$ cat src/svm_pkg.sv
// package of the supply voltage monitor control block
// assumes one 50 MHz clock and an 8-bit register port with 4-bit address
package svm_pkg;
   // clock and settle timing
   localparam int unsigned CLK_PERIOD_NS = 20;
   localparam int unsigned SETTLE_TIME_NS = 20000;
   // least settle time rounds up to whole cycles
   localparam int unsigned SETTLE_CYCLES = (SETTLE_TIME_NS + CLK_PERIOD_NS - 1) / CLK_PERIOD_NS;
   localparam int unsigned SETTLE_W = 10;
   localparam logic [9:0] SETTLE_LAST = 10'(SETTLE_CYCLES - 1);

   // register port widths and offsets
   localparam int unsigned ADDR_W = 4;
   localparam int unsigned DATA_W = 8;
   localparam logic [3:0] OFS_CTRL = 4'h0;
   localparam logic [3:0] OFS_STATUS = 4'h1;
   localparam logic [3:0] OFS_CLEAR = 4'h2;
   localparam logic [3:0] OFS_IRQ_EN = 4'h3;

   // control register fields
   localparam int unsigned LIMIT_LSB = 0;
   localparam int unsigned LIMIT_W = 4;
   localparam int unsigned POWER_BIT = 4;
   localparam int unsigned STABLE_BIT = 5;
   localparam logic [3:0] LIMIT_RESET = 4'h5;
   localparam logic [3:0] LIMIT_EXTERNAL = 4'hF;
   localparam logic [3:0] LIMIT_RESERVED = 4'h0;
   localparam logic [1:0] UNUSED_TOP = 2'h0;

   // status, clear and enable layout
   localparam int unsigned EV_W = 2;
   localparam int unsigned EV_LOW_BIT = 0;
   localparam int unsigned EV_READY_BIT = 1;
   localparam logic [1:0] EV_NONE = 2'h0;

   typedef struct packed {
      logic [3:0] addr;
      logic [7:0] wdata;
      logic wr;
      logic rd;
   } svm_bus_req_t;

   typedef struct packed {
      logic power;
      logic ext_sel;
      logic [3:0] tap;
   } svm_analog_t;

   typedef enum logic [1:0] {
      SVM_OFF,
      SVM_SETTLING,
      SVM_ARMED
   } svm_state_t;
endpackage

$ cat src/svm_sticky.sv
// sticky event bits, one per lane, set by hardware and cleared by software
// assumes set and clear are one-cycle pulses on mclk
module svm_sticky #(
   parameter int unsigned W = 2
) (
   input wire logic mclk, // system clock
   input wire logic nrst, // async reset, active low
   input wire logic [W-1:0] set, // event pulses
   input wire logic [W-1:0] clr, // software clear pulses
   output logic [W-1:0] q // sticky bits
);
   typedef struct packed {
      logic [W-1:0] bits;
   } svm_sticky_st_t;

   svm_sticky_st_t st;
   svm_sticky_st_t next_st;

   // a set in the clear cycle wins so no event is lost
   always_comb begin
      next_st = st;
      next_st.bits = (st.bits & ~clr) | set;
   end

   always_ff @(posedge mclk or negedge nrst) begin
      if (!nrst) begin
         st <= '0;
      end else begin
         st <= next_st;
      end
   end

   assign q = st.bits;
endmodule

$ cat src/svm_settle_timer.sv
// settle timer: models the reference start-up delay after power-up
// assumes enable is the registered power bit of the control register
module svm_settle_timer (
   input wire logic mclk, // system clock
   input wire logic nrst, // async reset, active low
   input wire logic enable, // detector powered
   output logic stable // reference settled
);
   typedef struct packed {
      logic [svm_pkg::SETTLE_W-1:0] cnt;
      logic stable;
   } svm_timer_st_t;

   svm_timer_st_t st;
   svm_timer_st_t next_st;

   // restart from zero on every enable, drop at once on disable
   always_comb begin
      next_st = st;
      if (!enable) begin
         next_st.cnt = '0;
         next_st.stable = 1'b0;
      end else if (!st.stable) begin
         if (st.cnt == svm_pkg::SETTLE_LAST) begin
            next_st.stable = 1'b1;
         end else begin
            next_st.cnt = st.cnt + 10'h001;
         end
      end
   end

   always_ff @(posedge mclk or negedge nrst) begin
      if (!nrst) begin
         st <= '0;
      end else begin
         st <= next_st;
      end
   end

   assign stable = st.stable;
endmodule

$ cat src/svm_ctrl.sv
// control and flag logic of the supply voltage monitor
// assumes cmp_below and in_sleep are synchronous to mclk
// the divider, reference and comparator live outside on the analog side
//
// The strobed register port and the register offsets are this design's own decisions.
module svm_ctrl (
   input wire logic mclk, // system clock, 50 MHz
   input wire logic nrst, // async reset, active low
   input wire svm_pkg::svm_bus_req_t bus_req, // register request
   output logic [7:0] rdata, // read data, cycle after read strobe
   input wire logic cmp_below, // comparator: tap below reference
   input wire logic in_sleep, // device is asleep
   output svm_pkg::svm_analog_t analog, // divider tap and power controls
   output logic wake, // wake request while asleep
   output logic irq // level interrupt
);
   typedef struct packed {
      logic [3:0] limit;
      logic power;
      logic [1:0] irq_en;
      svm_pkg::svm_state_t state;
      logic stable_d;
      logic [7:0] rdata;
      svm_pkg::svm_analog_t analog;
      logic wake;
      logic irq;
   } svm_ctrl_st_t;

   svm_ctrl_st_t st;
   svm_ctrl_st_t next_st;

   logic stable;
   logic [1:0] status;
   logic [1:0] ev_set;
   logic [1:0] ev_clr;
   logic lv_event;
   logic ready_event;
   logic wr_ctrl;
   logic wr_clear;
   logic wr_irq_en;
   logic rd_hit;

   // reference settle model, restarted by every power-up
   svm_settle_timer u_settle (
      .mclk(mclk),
      .nrst(nrst),
      .enable(st.power),
      .stable(stable)
   );

   // sticky status bits with set winning over clear
   svm_sticky #(
      .W(svm_pkg::EV_W)
   ) u_status (
      .mclk(mclk),
      .nrst(nrst),
      .set(ev_set),
      .clr(ev_clr),
      .q(status)
   );

   // write decode; strobes are single-cycle and never together
   always_comb begin
      wr_ctrl = bus_req.wr && (bus_req.addr == svm_pkg::OFS_CTRL);
      wr_clear = bus_req.wr && (bus_req.addr == svm_pkg::OFS_CLEAR);
      wr_irq_en = bus_req.wr && (bus_req.addr == svm_pkg::OFS_IRQ_EN);
      rd_hit = bus_req.rd;
   end

   // comparator only counts once armed, so a false trip while settling is hidden
   always_comb begin
      lv_event = (st.state == svm_pkg::SVM_ARMED) && stable && cmp_below;
      ready_event = stable && !st.stable_d;
      ev_set = svm_pkg::EV_NONE;
      ev_set[svm_pkg::EV_LOW_BIT] = lv_event;
      ev_set[svm_pkg::EV_READY_BIT] = ready_event;
      ev_clr = wr_clear ? bus_req.wdata[1:0] : svm_pkg::EV_NONE;
   end

   // all state moves here; outputs are copies taken from registers
   always_comb begin
      next_st = st;
      next_st.stable_d = stable;

      // control register: only limit and power are writable
      if (wr_ctrl) begin
         next_st.limit = bus_req.wdata[svm_pkg::LIMIT_LSB +: svm_pkg::LIMIT_W];
         next_st.power = bus_req.wdata[svm_pkg::POWER_BIT];
      end
      if (wr_irq_en) begin
         next_st.irq_en = bus_req.wdata[1:0];
      end

      // detector sequence follows the power bit and the settle model
      case (st.state)
         svm_pkg::SVM_OFF: begin
            if (st.power) begin
               next_st.state = svm_pkg::SVM_SETTLING;
            end
         end
         svm_pkg::SVM_SETTLING: begin
            if (!st.power) begin
               next_st.state = svm_pkg::SVM_OFF;
            end else if (stable) begin
               next_st.state = svm_pkg::SVM_ARMED;
            end
         end
         svm_pkg::SVM_ARMED: begin
            if (!st.power) begin
               next_st.state = svm_pkg::SVM_OFF;
            end
         end
         default: begin
            next_st.state = svm_pkg::SVM_OFF;
         end
      endcase

      // tap select; code 0 is passed on as is, software must avoid it
      next_st.analog.power = st.power;
      next_st.analog.ext_sel = (st.limit == svm_pkg::LIMIT_EXTERNAL);
      next_st.analog.tap = (st.limit == svm_pkg::LIMIT_EXTERNAL) ?
         svm_pkg::LIMIT_RESERVED : st.limit;

      // wake holds until the device leaves sleep
      next_st.wake = in_sleep && (lv_event || st.wake);

      // level interrupt, one cycle behind the status bits
      next_st.irq = |(status & st.irq_en);

      // read mux; clear register is write-only and reads as zero
      next_st.rdata = 8'h00;
      if (rd_hit) begin
         case (bus_req.addr)
            svm_pkg::OFS_CTRL: begin
               next_st.rdata = {svm_pkg::UNUSED_TOP, stable && st.power, st.power,
                  st.limit};
            end
            svm_pkg::OFS_STATUS: begin
               next_st.rdata = {6'h00, status};
            end
            svm_pkg::OFS_IRQ_EN: begin
               next_st.rdata = {6'h00, st.irq_en};
            end
            default: begin
               next_st.rdata = 8'h00;
            end
         endcase
      end
   end

   // reset leaves the detector unpowered with the default limit
   always_ff @(posedge mclk or negedge nrst) begin
      if (!nrst) begin
         st.limit <= svm_pkg::LIMIT_RESET;
         st.power <= 1'b0;
         st.irq_en <= svm_pkg::EV_NONE;
         st.state <= svm_pkg::SVM_OFF;
         st.stable_d <= 1'b0;
         st.rdata <= 8'h00;
         st.analog <= '0;
         st.wake <= 1'b0;
         st.irq <= 1'b0;
      end else begin
         st <= next_st;
      end
   end

   assign rdata = st.rdata;
   assign analog = st.analog;
   assign wake = st.wake;
   assign irq = st.irq;
endmodule

$ cat config.mk
export PLATFORM = sky130hd
export DESIGN_NAME = svm_ctrl
export DESIGN_NICKNAME = d
export VERILOG_FILES = /design/src/svm_pkg.sv /design/src/svm_sticky.sv /design/src/svm_settle_timer.sv /design/src/svm_ctrl.sv
export SDC_FILE = /design/constraint.sdc
export NUM_CORES = 1
export LEC_CHECK = 0
export BUFFER_PORTS_ARGS = -buffer_cell sky130_fd_sc_hd__buf_2
export CAP_MARGIN = 5
export CORE_ASPECT_RATIO = 2
export CORE_MARGIN = 3
export CORE_UTILIZATION = 49
export CTS_CLUSTER_DIAMETER = 200
export DETAILED_ROUTE_END_ITERATION = 10
export GPL_TIMING_DRIVEN = 0
export PLACE_DENSITY_LB_ADDON = 0.12
export SLEW_MARGIN = 20
export SYNTH_ARGS = -nofsm -noshare
export SYNTH_HDL_FRONTEND = slang
export SYNTH_HIERARCHICAL = 1
export SYNTH_SLANG_ARGS = --single-unit
$ cat constraint.sdc
create_clock -name mclk -period 1.35 [get_ports mclk]
set_input_delay 0.0675 -clock mclk [delete_from_list [all_inputs] [get_ports mclk]]
set_output_delay 0.0675 -clock mclk [all_outputs]
set_load 0.1 [all_outputs]
==> summary.txt, run 1 <==
Synthesis
  • Post-synth EDFFs: 0
  • Mapped Cells: about 150
  • Syn Std Cell Area: between 1500 and 2000 µm²
  • YS warnings: 6
  • Post-synthesis sequential area ratio: 52.1%
  • Async S/R FF share, synth: 100%
  • Distinct cells, synth: 49
  • Synth Flop Type: dfrtp_1
  • #FFs+latches synth: 37
  • Mean cell area of the mapped netlist: between 10 and 15 µm²

Placed design
  • Port bufs: 27
  • DP Worst Slack: -0.188 ns
  • Detailed placement HPWL: between 2 and 3 mm
  • Inst Count DP: between 200 and 250
  • Gpl congestion: 0.858
  • Placed Area: around 2000 µm²

Routing
  • Vias after detailed routing: roughly 1400
  • Vias per cell: between 5 and 6
  • Antenna Nets Post-Route: 0
  • Drt total wl: between 3 and 4 mm
  • Pre-antenna DRT Iters: 4
  • # DRC: 0
  • Drt initial violations: 22
  • Wire length per cell: 15.6 µm

Timing
  • FMAX: about 700 MHz
  • Slew @ Worst Pin: roughly 0.8 ns
  • Fin crit share: 106%
  • Final setup viols: 8
  • Setup Skew: slightly above 0.006 ns
  • Fin Setup TNS: -0.433 ns
  • Final worst setup slack: -0.0781 ns
  • Final Critical Period: between 1 and 1.5 ns
  • Slew HR: between 40% and 50%
  • Final Max Slew Viols: 0
  • Hold Fails Final Rpt: 0
  • RSZ-0062 raised after global routing: yes

Setup path
  • Flop-to-flop setup slack: -0.08 ns
  • RR Endpoint: u_settle/st[8]
  • WP data arrival: between 1.5 and 2 ns
  • Critical setup path kind: flop to flop
  • R2R Path Start: u_settle/stable
  • Crit end category: flop
  • Crit path max fanout: 5
  • R2R depth: 4
  • Worst Setup SP: u_settle/stable
  • CP startpoint kind: flop
  • Setup crit end: u_settle/st[8]
  • Req. time, crit path: about 1.6 ns

Layout
  • Final core occ: between 60 and 70%
  • Nets@finish: approximately 220
  • Layout cells sized above 1: 47.1%
  • Fillers: 267
  • Fin area: approximately 2300 µm²
  • ANT cells: 0
  • Finished Layout Cells: ~250
  • Most frequent cells in the layout: dfrtp_1 (30), buf_4 (27), buf_2 (27)
  • Commonest non-fill, non-tap cell in the layout: dfrtp_1
  • Area added between synthesis and finish: 31.2%

Power and ir drop
  • Power Density: ~1600 nW/µm²
  • Clock share of power: 31.8%
  • Power Internal: ~0.0024 W
  • Sw Pwr: between 0.001 and 0.0015 W
  • VDD IR max: ~1.4 mV
  • Switching Fraction: about a third
  • Comb power frac: 30.1%
  • Static Leak: about 1.1 nW
  • Seq pwr share: between 30% and 40%

Clocking
  • CTS tree: yes
  • Clk_lat worst skew: a little under 0.3 ns
  • Clk buf depth: 2
  • Clk slew on worst S/H paths: around 0.08 ns
  • Clk sinks: 37
  • H-tree depth: 2
  • Num CTS Buffers: 5
  • Root Driver: clkbuf_8

Status
  • Failing checks: setup timing
  • Status: finished with violations

Floorplanning
  • Row count: 30
  • Die H: ~91 µm
  • Core area: 3450 µm²
  • I/O pin count: 34
  • Chip Width: ~49 µm
  • Die area: approximately 4400 µm²
  • Initial core utilization: about half

GRT
  • GR Util All Layers: 20.1%
  • Vias in the first global route: approximately 1500
  • Initial antenna violation count: 0
  • Total gr overflow: 0
  • Global-route wire length before repair: 6.83 mm
  • Largest net degree at the start of global routing: 38

Run
  • Maxcap violations: 0

Worst hold path
  • Hold/Removal Path Class: primary input to flop
-- area by class of cell --
cell class	instances	area, µm²	area share [%]
buffer	17	135	5.78
clock buffer	5	68.8	2.94
clock inverter	3	68.8	2.94
inverter	6	23.8	1.02
multi-input combinational	94	769	32.9
sequential	37	935	40.0
tap	48	60.1	2.57
timing repair buffer	44	277	11.8
-- layer usage --
layer	GRT usage, %	share of wire, %	vias up
li1	-	-	646
met1	19.7	37	682
met2	36.9	57	35
met3	4.43	3.6	9
met4	12.1	2.6	0
met5	0	0	-
-- worst max-delay path: stages (launching register included) --
cell and delay (ns):
dfrtp_2 0.42, buf_6 0.12, nand3b_1 0.23, or4_1 0.43
a21oi_1 0.15
-- registers in the layout (all words and copies together) (netlist names) --
signal,count
u_settle/stable,1
st,9
next_st,1
rdata,6
analog,6
wake,1
irq,1
u_settle/st,10
u_status/q,2
-- worst min path at each step --
stage / start / endpoint / cells after the start
6_report: bus_req[4] / st[24] / 2
5_1_grt: bus_req[4] / st[24] / 2
4_1_cts: bus_req[4] / st[24] / 2
3_5_place_dp: nrst / rdata[5] / 1
3_3_place_gp: nrst / rdata[4] / 1
2_1_floorplan: nrst / analog[0] / 0
-- power groups by stage --
stage,registers (W),clock network (W),logic (W)
2_1_floorplan,0.00137,0,0.000741
3_3_place_gp,0.00141,0,0.000872
3_5_place_dp,0.00141,0,0.000918
4_1_cts,0.00138,0.00119,0.00103
5_1_grt,0.00140,0.00123,0.00116
6_report,0.00139,0.00116,0.00110
-- cell usage after synthesis (4+ instances only) --
| cell type | n | area share, % |
|---|---|---|
| buf_4 | 15 | 6.3 |
| inv_1 | 5 | 1.1 |
| o31ai_1 | 4 | 1.7 |
| o21ai_0 | 4 | 1.1 |
| and2_1 | 6 | 2.1 |
| a21oi_1 | 9 | 2.5 |
| dfrtp_1 | 35 | 49 |
| nand3_1 | 6 | 1.7 |
| nand2_1 | 5 | 1.1 |
| or4_1 | 4 | 1.7 |
| mux2_4 | 5 | 4.2 |
-- metrics by stage --
step / power, W / hold slack [ns]
floorplan: 0.00211 / -0.228
global placement: 0.00228 / 0.183
detailed placement: 0.00233 / 0.197
CTS: 0.00360 / 0.00146
global route: 0.00379 / 0.00437
finish: 0.00364 / 0.00990
-- what timing repair did --
item                                    in CTS  in global routing
endpoints found under the hold margin       38                  0
pin swaps                                    5                  4
buffers inserted                            10                  3
hold buffers                                 4                  0
gates resized for setup                     10                  4
endpoints found under the setup margin       8                 10
-- cell families (layout without fill, tap and decap cells) --
logic type | count (synthesis) | after routing | share of synthesized area (%)
compound gates | 26 | 26 | 9.55
simple gates | 54 | 54 | 21.3
buf+inv | 23 | 75 | 8.50
other cells | 1 | 2 | 0.210
flops | 37 | 37 | 52.1
mux | 10 | 10 | 7.16
fa+ha+maj | 1 | 1 | 0.702
xor+xnor | 1 | 1 | 0.492
Note: power is estimated with default switching activity, not from simulation.
==> run 2: changes to the inputs <==
--- a/config.mk
+++ b/config.mk
@@ -9,13 +9,12 @@
 export CAP_MARGIN = 5
 export CORE_ASPECT_RATIO = 2
 export CORE_MARGIN = 3
-export CORE_UTILIZATION = 49
+export CORE_UTILIZATION = 48
 export CTS_CLUSTER_DIAMETER = 200
 export DETAILED_ROUTE_END_ITERATION = 10
 export GPL_TIMING_DRIVEN = 0
-export PLACE_DENSITY_LB_ADDON = 0.12
+export PLACE_DENSITY = 0.74
 export SLEW_MARGIN = 20
 export SYNTH_ARGS = -nofsm -noshare
 export SYNTH_HDL_FRONTEND = slang
-export SYNTH_HIERARCHICAL = 1
 export SYNTH_SLANG_ARGS = --single-unit
==> run 2 against run 1 <==
Clock-buffer cell count did not move; via count fell by 4.4%; sequential share of layout area rose by 4.0 points; worst hold slack improved by 0.0010 ns; first-iteration DRC count rose by 23%; critical endpoint is now u_settle.st[2]; the run still ends with setup timing left; die area fell by 1.3%; highest routed layer unchanged; clock power fell by 36%; sequential power barely moved.
==> summary.txt, run 2 <==
Synthesis
  • #FFs+latches synth: 37 (unchanged)
  • Yosys top cell area share: 50.9% (was 49.2%)
  • Post-synthesis sequential area ratio: 54.0% (was 52.1%)
  • Most numerous cell in the Yosys netlist: dfrtp_1 (unchanged)
  • Post-synth top cells: dfrtp_1 (35), buf_4 (14), a21oi_1 (8), o21ai_0 (8) (was dfrtp_1 (35), buf_4 (15), a21oi_1 (9))
  • Async S/R FF share, synth: 100% (unchanged)
  • YS warnings: 0 (was 6)
  • Synth Flop Type: dfrtp_1 (unchanged)
  • Mapped Cells: 156 (was 153)
  • Post-synth top area cell: dfrtp_1 (unchanged)
  • Post-synth EDFFs: 0 (unchanged)
  • Synth area leaders: dfrtp_1 (51%), buf_4 (6.1%), mux2_2 (4.6%) (was dfrtp_1 (49%), buf_4 (6.3%), mux2_4 (4.2%))
  • Mean cell area of the mapped netlist: 11.0 µm² (was 11.6 µm²)
  • Distinct cells, synth: 41 (was 49)
  • Syn Std Cell Area: 1720 µm² (was 1780 µm²)

Layout
  • ANT cells: 0 (unchanged)
  • Nets@finish: 214 (was 224)
  • Commonest non-fill, non-tap cell in the layout: dfrtp_1 (unchanged)
  • Final core occ: 62.2% (was 67.7%)
  • Area added between synthesis and finish: 23.5% (was 31.2%)
  • Largest regs: u_settle.st x10, st x9 (was u_settle/st x10, st x9)
  • Largest Register: u_settle.st (was u_settle/st)
  • Max reg flops: 10 (unchanged)
  • Layout cells sized above 1: 39.8% (was 47.1%)
  • Most frequent cells in the layout: dfrtp_1 (30), buf_2 (27), buf_4 (17) (was dfrtp_1 (30), buf_4 (27), buf_2 (27))
  • Fin area: 2120 µm² (was 2340 µm²)

Clocking
  • Clk buf depth: 2 (unchanged)
  • Clk_lat worst skew: 0.29 ns (about the same)
  • Clk sinks: 37 (unchanged)
  • Clk slew on worst S/H paths: 0.08 ns (about the same)
  • CTS tree: yes (unchanged)
  • H-tree depth: 2 (unchanged)
  • Root Driver: clkbuf_8 (unchanged)
  • Num CTS Buffers: 5 (unchanged)

Timing
  • Slew @ Worst Pin: 0.790 ns (was 0.781 ns)
  • RSZ-0062 raised after global routing: yes (unchanged)
  • Slew HR: 47.3% (was 47.9%)
  • Final setup viols: 6 (was 8)
  • Hold_ws: 0.0109 ns (was 0.00990 ns)
  • Final worst setup slack: -0.0826 ns (was -0.0781 ns)
  • Final Max Slew Viols: 0 (unchanged)
  • Fin crit share: 106% (about the same)
  • Final Critical Period: 1.43 ns (about the same)
  • Hold Fails Final Rpt: 0 (unchanged)
  • Setup Skew: 0.00722 ns (was 0.00612 ns)
  • FMAX: 698 MHz (was 700 MHz)

Status
  • Status: finished with violations (unchanged)
  • Failing checks: setup timing (unchanged)

Setup path
  • Crit path max fanout: 4 (was 5)
  • Critical setup path kind: flop to flop (unchanged)
  • Req. time, crit path: 1.51 ns (was 1.56 ns)
  • CP startpoint kind: flop (unchanged)
  • Buffers plus inverters on the worst setup path: 0 (was 1)
  • Crit end category: flop (unchanged)
  • WP data arrival: 1.59 ns (was 1.64 ns)
  • Critical path's top delay family: simple AND/OR/NAND/NOR gates (unchanged)
  • Crit path cell chain: ha_4, nand4bb_1, nor4_1, or3_1 (was buf_6, nand3b_1, or4_1, a21oi_1)
  • Delay of the slowest critical-path stage: 0.42 ns (was 0.43 ns)
  • Crit path max-delay cell type: dfrtp_1 (was or4_1)

Routing
  • Vias after detailed routing: 1312 (was 1372)
  • Antenna Nets Post-Route: 0 (unchanged)
  • Drt initial violations: 27 (was 22)
  • Wire length per cell: 14.6 µm (was 15.6 µm)
  • Vias per cell: 5.38 (was 5.40)
  • Pre-antenna DRT Iters: 4 (unchanged)
  • Drt total wl: 3.57 mm (was 3.97 mm)
  • # DRC: 0 (unchanged)

Floorplanning
  • Row count: 30 (unchanged)
  • Die area: 4380 µm² (was 4440 µm²)
  • Die H: 90.7 µm (was 91.3 µm)
  • I/O pin count: 34 (unchanged)
  • Initial core utilization: 50.4% (was 51.6%)
  • Core area: 3420 µm² (was 3450 µm²)
  • Chip Width: 48.3 µm (was 48.6 µm)

GRT
  • Initial antenna violation count: 0 (unchanged)
  • GR Util All Layers: 17.7% (was 20.1%)
  • Total gr overflow: 0 (unchanged)
  • Global-route wire length before repair: 6.09 mm (was 6.83 mm)
  • Vias in the first global route: 1334 (was 1480)
  • Largest net degree at the start of global routing: 38 (unchanged)

Power and ir drop
  • Seq pwr share: 43.8% (was 38.0%)
  • VDD IR max: 1.08 mV (was 1.35 mV)
  • Power Internal: 0.00197 W (was 0.00243 W)
  • Static Leak: 1.01 nW (was 1.13 nW)
  • Switching Fraction: 37.7% (was 33.2%)
  • Design Power: 0.00317 W (was 0.00364 W)
  • Sw Pwr: 0.00119 W (was 0.00121 W)
  • Comb power frac: 32.5% (was 30.1%)
  • Clock share of power: 23.6% (was 31.8%)
  • Power Density: 1490 nW/µm² (was 1560 nW/µm²)

Placed design
  • Detailed placement HPWL: 2.61 mm (was 2.64 mm)
  • Placed Area: 1940 µm² (was 2010 µm²)
  • Port bufs: 27 (unchanged)
  • Gpl congestion: 0.915 (was 0.858)

Worst hold path
  • Hold/Removal Path Class: primary input to flop (unchanged)

Run
  • Maxcap violations: 0 (unchanged)
## run 2: repair_timing
action	4_1_cts	5_1_grt
hold buffers	1	0
pin swaps	8	0
hold endpoints to repair	35	0
setup buffers	3	0
resized for setup	14	4
setup endpoints to repair	11	10
## run 2: logic make-up after synthesis
family                     after synthesis  synth area share, %
muxes                                    9                 5.75
buffers and inverters                   24                 8.29
other                                    1                0.218
DFF                                     37                 54.0
adders and majority gates                1                0.727
AOI/OAI and AO/OA                       26                 9.09
xor gates and xnor gates                 1                0.509
and+or+nand+nor                         57                 21.5
## run 2: final cells by class
class	count	area, µm²
fill	269	1290
timing repair buffer	31	168
inverter	7	26.3
tap	48	60.1
clock inverter	3	17.5
buffer	17	130
sequential	37	935
clock buffer	5	68.8
multi-input combinational	96	719
## run 2: through the flow
stage	setup TNS [ns]	worst slack, ns	instances
2_1_floorplan	-0.0541	-0.0258	157
3_3_place_gp	-1.01	-0.167	232
3_5_place_dp	-1.51	-0.209	232
4_1_cts	-0.0953	-0.0353	244
5_1_grt	-0.690	-0.114	244
6_report	-0.254	-0.0826	244
## run 2: final timing paths
path / depth (start not counted) / slack, ns / from / endpoint
max: 4 / -0.08 / u_settle.st[1] / u_settle.st[2]
min: 2 / 0.01 / bus_req[6] / next_st[7]
max reg2reg: 4 / -0.08 / u_settle.st[1] / u_settle.st[2]
min reg2reg: 1 / 0.45 / st[16] / u_status.q[1]
max in group asynchronous: 2 / 0.41 / nrst / u_settle.st[6]
min in group asynchronous: 2 / 0.40 / nrst / rdata[4]
## run 2: metal layers
metal | up-vias | GRT usage (%) | part of all wire (%)
met5 | - | 0 | 0
met2 | 41 | 32.5 | 57
met1 | 641 | 17.4 | 35
li1 | 618 | - | -
met3 | 12 | 4.63 | 4.5
met4 | 0 | 9.50 | 3.3
## run 2: power by group through the flow
stage / sequential [W] / combinational, W / clock [W]
detailed placement: 0.00141 / 0.000900 / 0
global route: 0.00140 / 0.00110 / 0.000822
global placement: 0.00141 / 0.000856 / 0
floorplan: 0.00142 / 0.000689 / 0
finish: 0.00139 / 0.00103 / 0.000747
CTS: 0.00138 / 0.00102 / 0.000760
==> run 3: changes to the inputs <==
--- a/config.mk
+++ b/config.mk
@@ -18,3 +18,4 @@
 export SYNTH_ARGS = -nofsm -noshare
 export SYNTH_HDL_FRONTEND = slang
 export SYNTH_SLANG_ARGS = --single-unit
+export TNS_END_PERCENT = 5
==> run 3 against run 2 <==
Die area unchanged; clock power rose by 24%; sequential share of layout area decreased by 0.66 points; largest power group unchanged; sequential power about the same; the run still ends with setup timing left; total power rose by 5.9%; first-iteration DRC count rose by 15%.
==> summary.txt, run 3 (same netlist as run 2, synthesis figures left out) <==
Routing
  • Wire length per cell: 14.6 µm (about the same)
  • Antenna Nets Post-Route: 0 (unchanged)
  • # DRC: 0 (unchanged)
  • Drt total wl: 3.57 mm (about the same)
  • Vias per cell: 5.32 (was 5.38)
  • Drt initial violations: 31 (was 27)
  • Vias after detailed routing: 1298 (was 1312)
  • Pre-antenna DRT Iters: 4 (unchanged)

Power and ir drop
  • Sw Pwr: 0.00118 W (was 0.00119 W)
  • Design Power: 0.00335 W (was 0.00317 W)
  • Switching Fraction: 35.2% (was 37.7%)
  • Power Internal: 0.00217 W (was 0.00197 W)
  • Clock share of power: 27.6% (was 23.6%)
  • Seq pwr share: 41.7% (was 43.8%)
  • Static Leak: 1.00 nW (was 1.01 nW)
  • Power Density: 1550 nW/µm² (was 1490 nW/µm²)
  • VDD IR max: 0.915 mV (was 1.08 mV)
  • Comb power frac: 30.8% (was 32.5%)

Timing
  • Final worst setup slack: -0.0607 ns (was -0.0826 ns)
  • Final Critical Period: 1.41 ns (was 1.43 ns)
  • FMAX: 709 MHz (was 698 MHz)
  • RSZ-0062 raised after global routing: yes (unchanged)
  • Final Max Slew Viols: 0 (unchanged)
  • Slew @ Worst Pin: 0.786 ns (was 0.790 ns)
  • Fin Setup TNS: -0.221 ns (was -0.254 ns)
  • Setup Skew: 0.00776 ns (was 0.00722 ns)
  • Slew HR: 47.6% (was 47.3%)
  • Fin crit share: 104% (was 106%)
  • Final setup viols: 6 (unchanged)
  • Hold Fails Final Rpt: 0 (unchanged)

Floorplanning
  • I/O pin count: 34 (unchanged)
  • Die area: 4380 µm² (unchanged)
  • Core area: 3420 µm² (unchanged)
  • Initial core utilization: 50.4% (unchanged)
  • Die H: 90.7 µm (unchanged)
  • Row count: 30 (unchanged)
  • Chip Width: 48.3 µm (unchanged)

GRT
  • GR Util All Layers: 17.7% (about the same)
  • Global-route wire length before repair: 6.13 mm (was 6.09 mm)
  • Largest net degree at the start of global routing: 38 (unchanged)
  • Total gr overflow: 0 (unchanged)
  • Initial antenna violation count: 0 (unchanged)
  • Vias in the first global route: 1353 (was 1334)

Clocking
  • Clk slew on worst S/H paths: 0.07 ns (was 0.08 ns)
  • Clk buf depth: 2 (unchanged)
  • H-tree depth: 2 (unchanged)
  • CTS tree: yes (unchanged)
  • Root Driver: clkbuf_8 (unchanged)
  • Clk sinks: 37 (unchanged)
  • Num CTS Buffers: 5 (unchanged)
  • Clk_lat worst skew: 0.28 ns (was 0.29 ns)

Setup path
  • WP data arrival: 1.63 ns (was 1.59 ns)
  • Critical setup path kind: flop to flop (unchanged)
  • Critical path's top delay family: simple AND/OR/NAND/NOR gates (unchanged)
  • Crit path max fanout: 5 (was 4)
  • Req. time, crit path: 1.56 ns (was 1.51 ns)
  • Crit path max-delay cell type: or4_1 (was dfrtp_1)
  • Crit end category: flop (unchanged)
  • CP startpoint kind: flop (unchanged)
  • Buffers plus inverters on the worst setup path: 1 (was 0)
  • Crit path cell chain: buf_4, nand3b_1, or4_1, a21oi_1 (was ha_4, nand4bb_1, nor4_1, or3_1)
  • Delay of the slowest critical-path stage: 0.46 ns (was 0.42 ns)

Layout
  • Nets@finish: 214 (unchanged)
  • Largest regs: u_settle.st x10, st x9 (unchanged)
  • Max reg flops: 10 (unchanged)
  • Most frequent cells in the layout: dfrtp_1 (30), buf_2 (27), buf_4 (17) (unchanged)
  • Layout cells sized above 1: 40.3% (was 39.8%)
  • ANT cells: 0 (unchanged)
  • Commonest non-fill, non-tap cell in the layout: dfrtp_1 (unchanged)
  • Largest Register: u_settle.st (unchanged)
  • Area added between synthesis and finish: 25.4% (was 23.5%)
  • Final core occ: 63.2% (was 62.2%)

Placed design
  • Gpl congestion: 0.895 (was 0.915)
  • Port bufs: 27 (unchanged)
  • Detailed placement HPWL: 2.56 mm (was 2.61 mm)

Status
  • Failing checks: setup timing (unchanged)
  • Status: finished with violations (unchanged)

Run
  • Maxcap violations: 0 (unchanged)

Worst hold path
  • Hold/Removal Path Class: primary input to flop (unchanged)
run 3: final timing paths:
check	slack [ns]	depth (start not counted)	start	endpoint
worst max-delay path	-0.06	4	u_settle.st[2]	u_settle.st[8]
worst min-delay path	0.02	2	bus_req[6]	next_st[7]
worst max register to register	-0.06	4	u_settle.st[2]	u_settle.st[8]
worst min register to register	0.44	1	st[16]	u_status.q[1]
max in group asynchronous	0.40	2	nrst	u_settle.st[6]
min in group asynchronous	0.40	2	nrst	rdata[5]
run 3: timing repair:
action | in CTS | in global routing
hold buffers | 1 | 0
endpoints found under the hold margin | 35 | 0
resized for setup | 15 | 5
pin swaps | 8 | 2
setup endpoints to repair | 11 | 9
buffers inserted | 3 | 0
run 3: layout make-up:
type                            instances  area, µm²
Timing Repair Buffer                   31        168
Buffer                                 17        124
Sequential cell                        37        935
Fill cell                             290       1260
Clock buffer                            6       72.6
Multi-Input combinational cell         96        737
Inverter                                7       26.3
Tap cell                               48       60.1
Clock inverter                          2       35.0
run 3: metrics by stage:
stage	setup slack [ns]	std cells	cell area, µm²	hold slack, ns
2_1_floorplan	-0.0258	157	1740	-0.228
3_3_place_gp	-0.158	232	1940	0.177
3_5_place_dp	-0.228	232	1940	0.198
4_1_cts	-0.0232	244	2150	0.00926
5_1_grt	-0.120	244	2160	0.0215
6_report	-0.0607	244	2160	0.0186
run 3: power groups by stage:
stage	Combinational, W	Sequential [W]	Clock (W)
CTS	0.00102	0.00139	0.000938
detailed placement	0.000891	0.00142	0
global placement	0.000855	0.00141	0
floorplan	0.000689	0.00142	0
global route	0.00110	0.00142	0.000992
finish	0.00103	0.00140	0.000924
run 3: routing by layer:
layer / part of all wire [%] / vias to the layer above / global-route usage [%]
li1: - / 616 / -
met1: 35 / 637 / 18.3
met2: 57 / 34 / 31.9
met3: 4.1 / 11 / 4.13
met4: 3.3 / 0 / 9.98
met5: 0 / - / 0
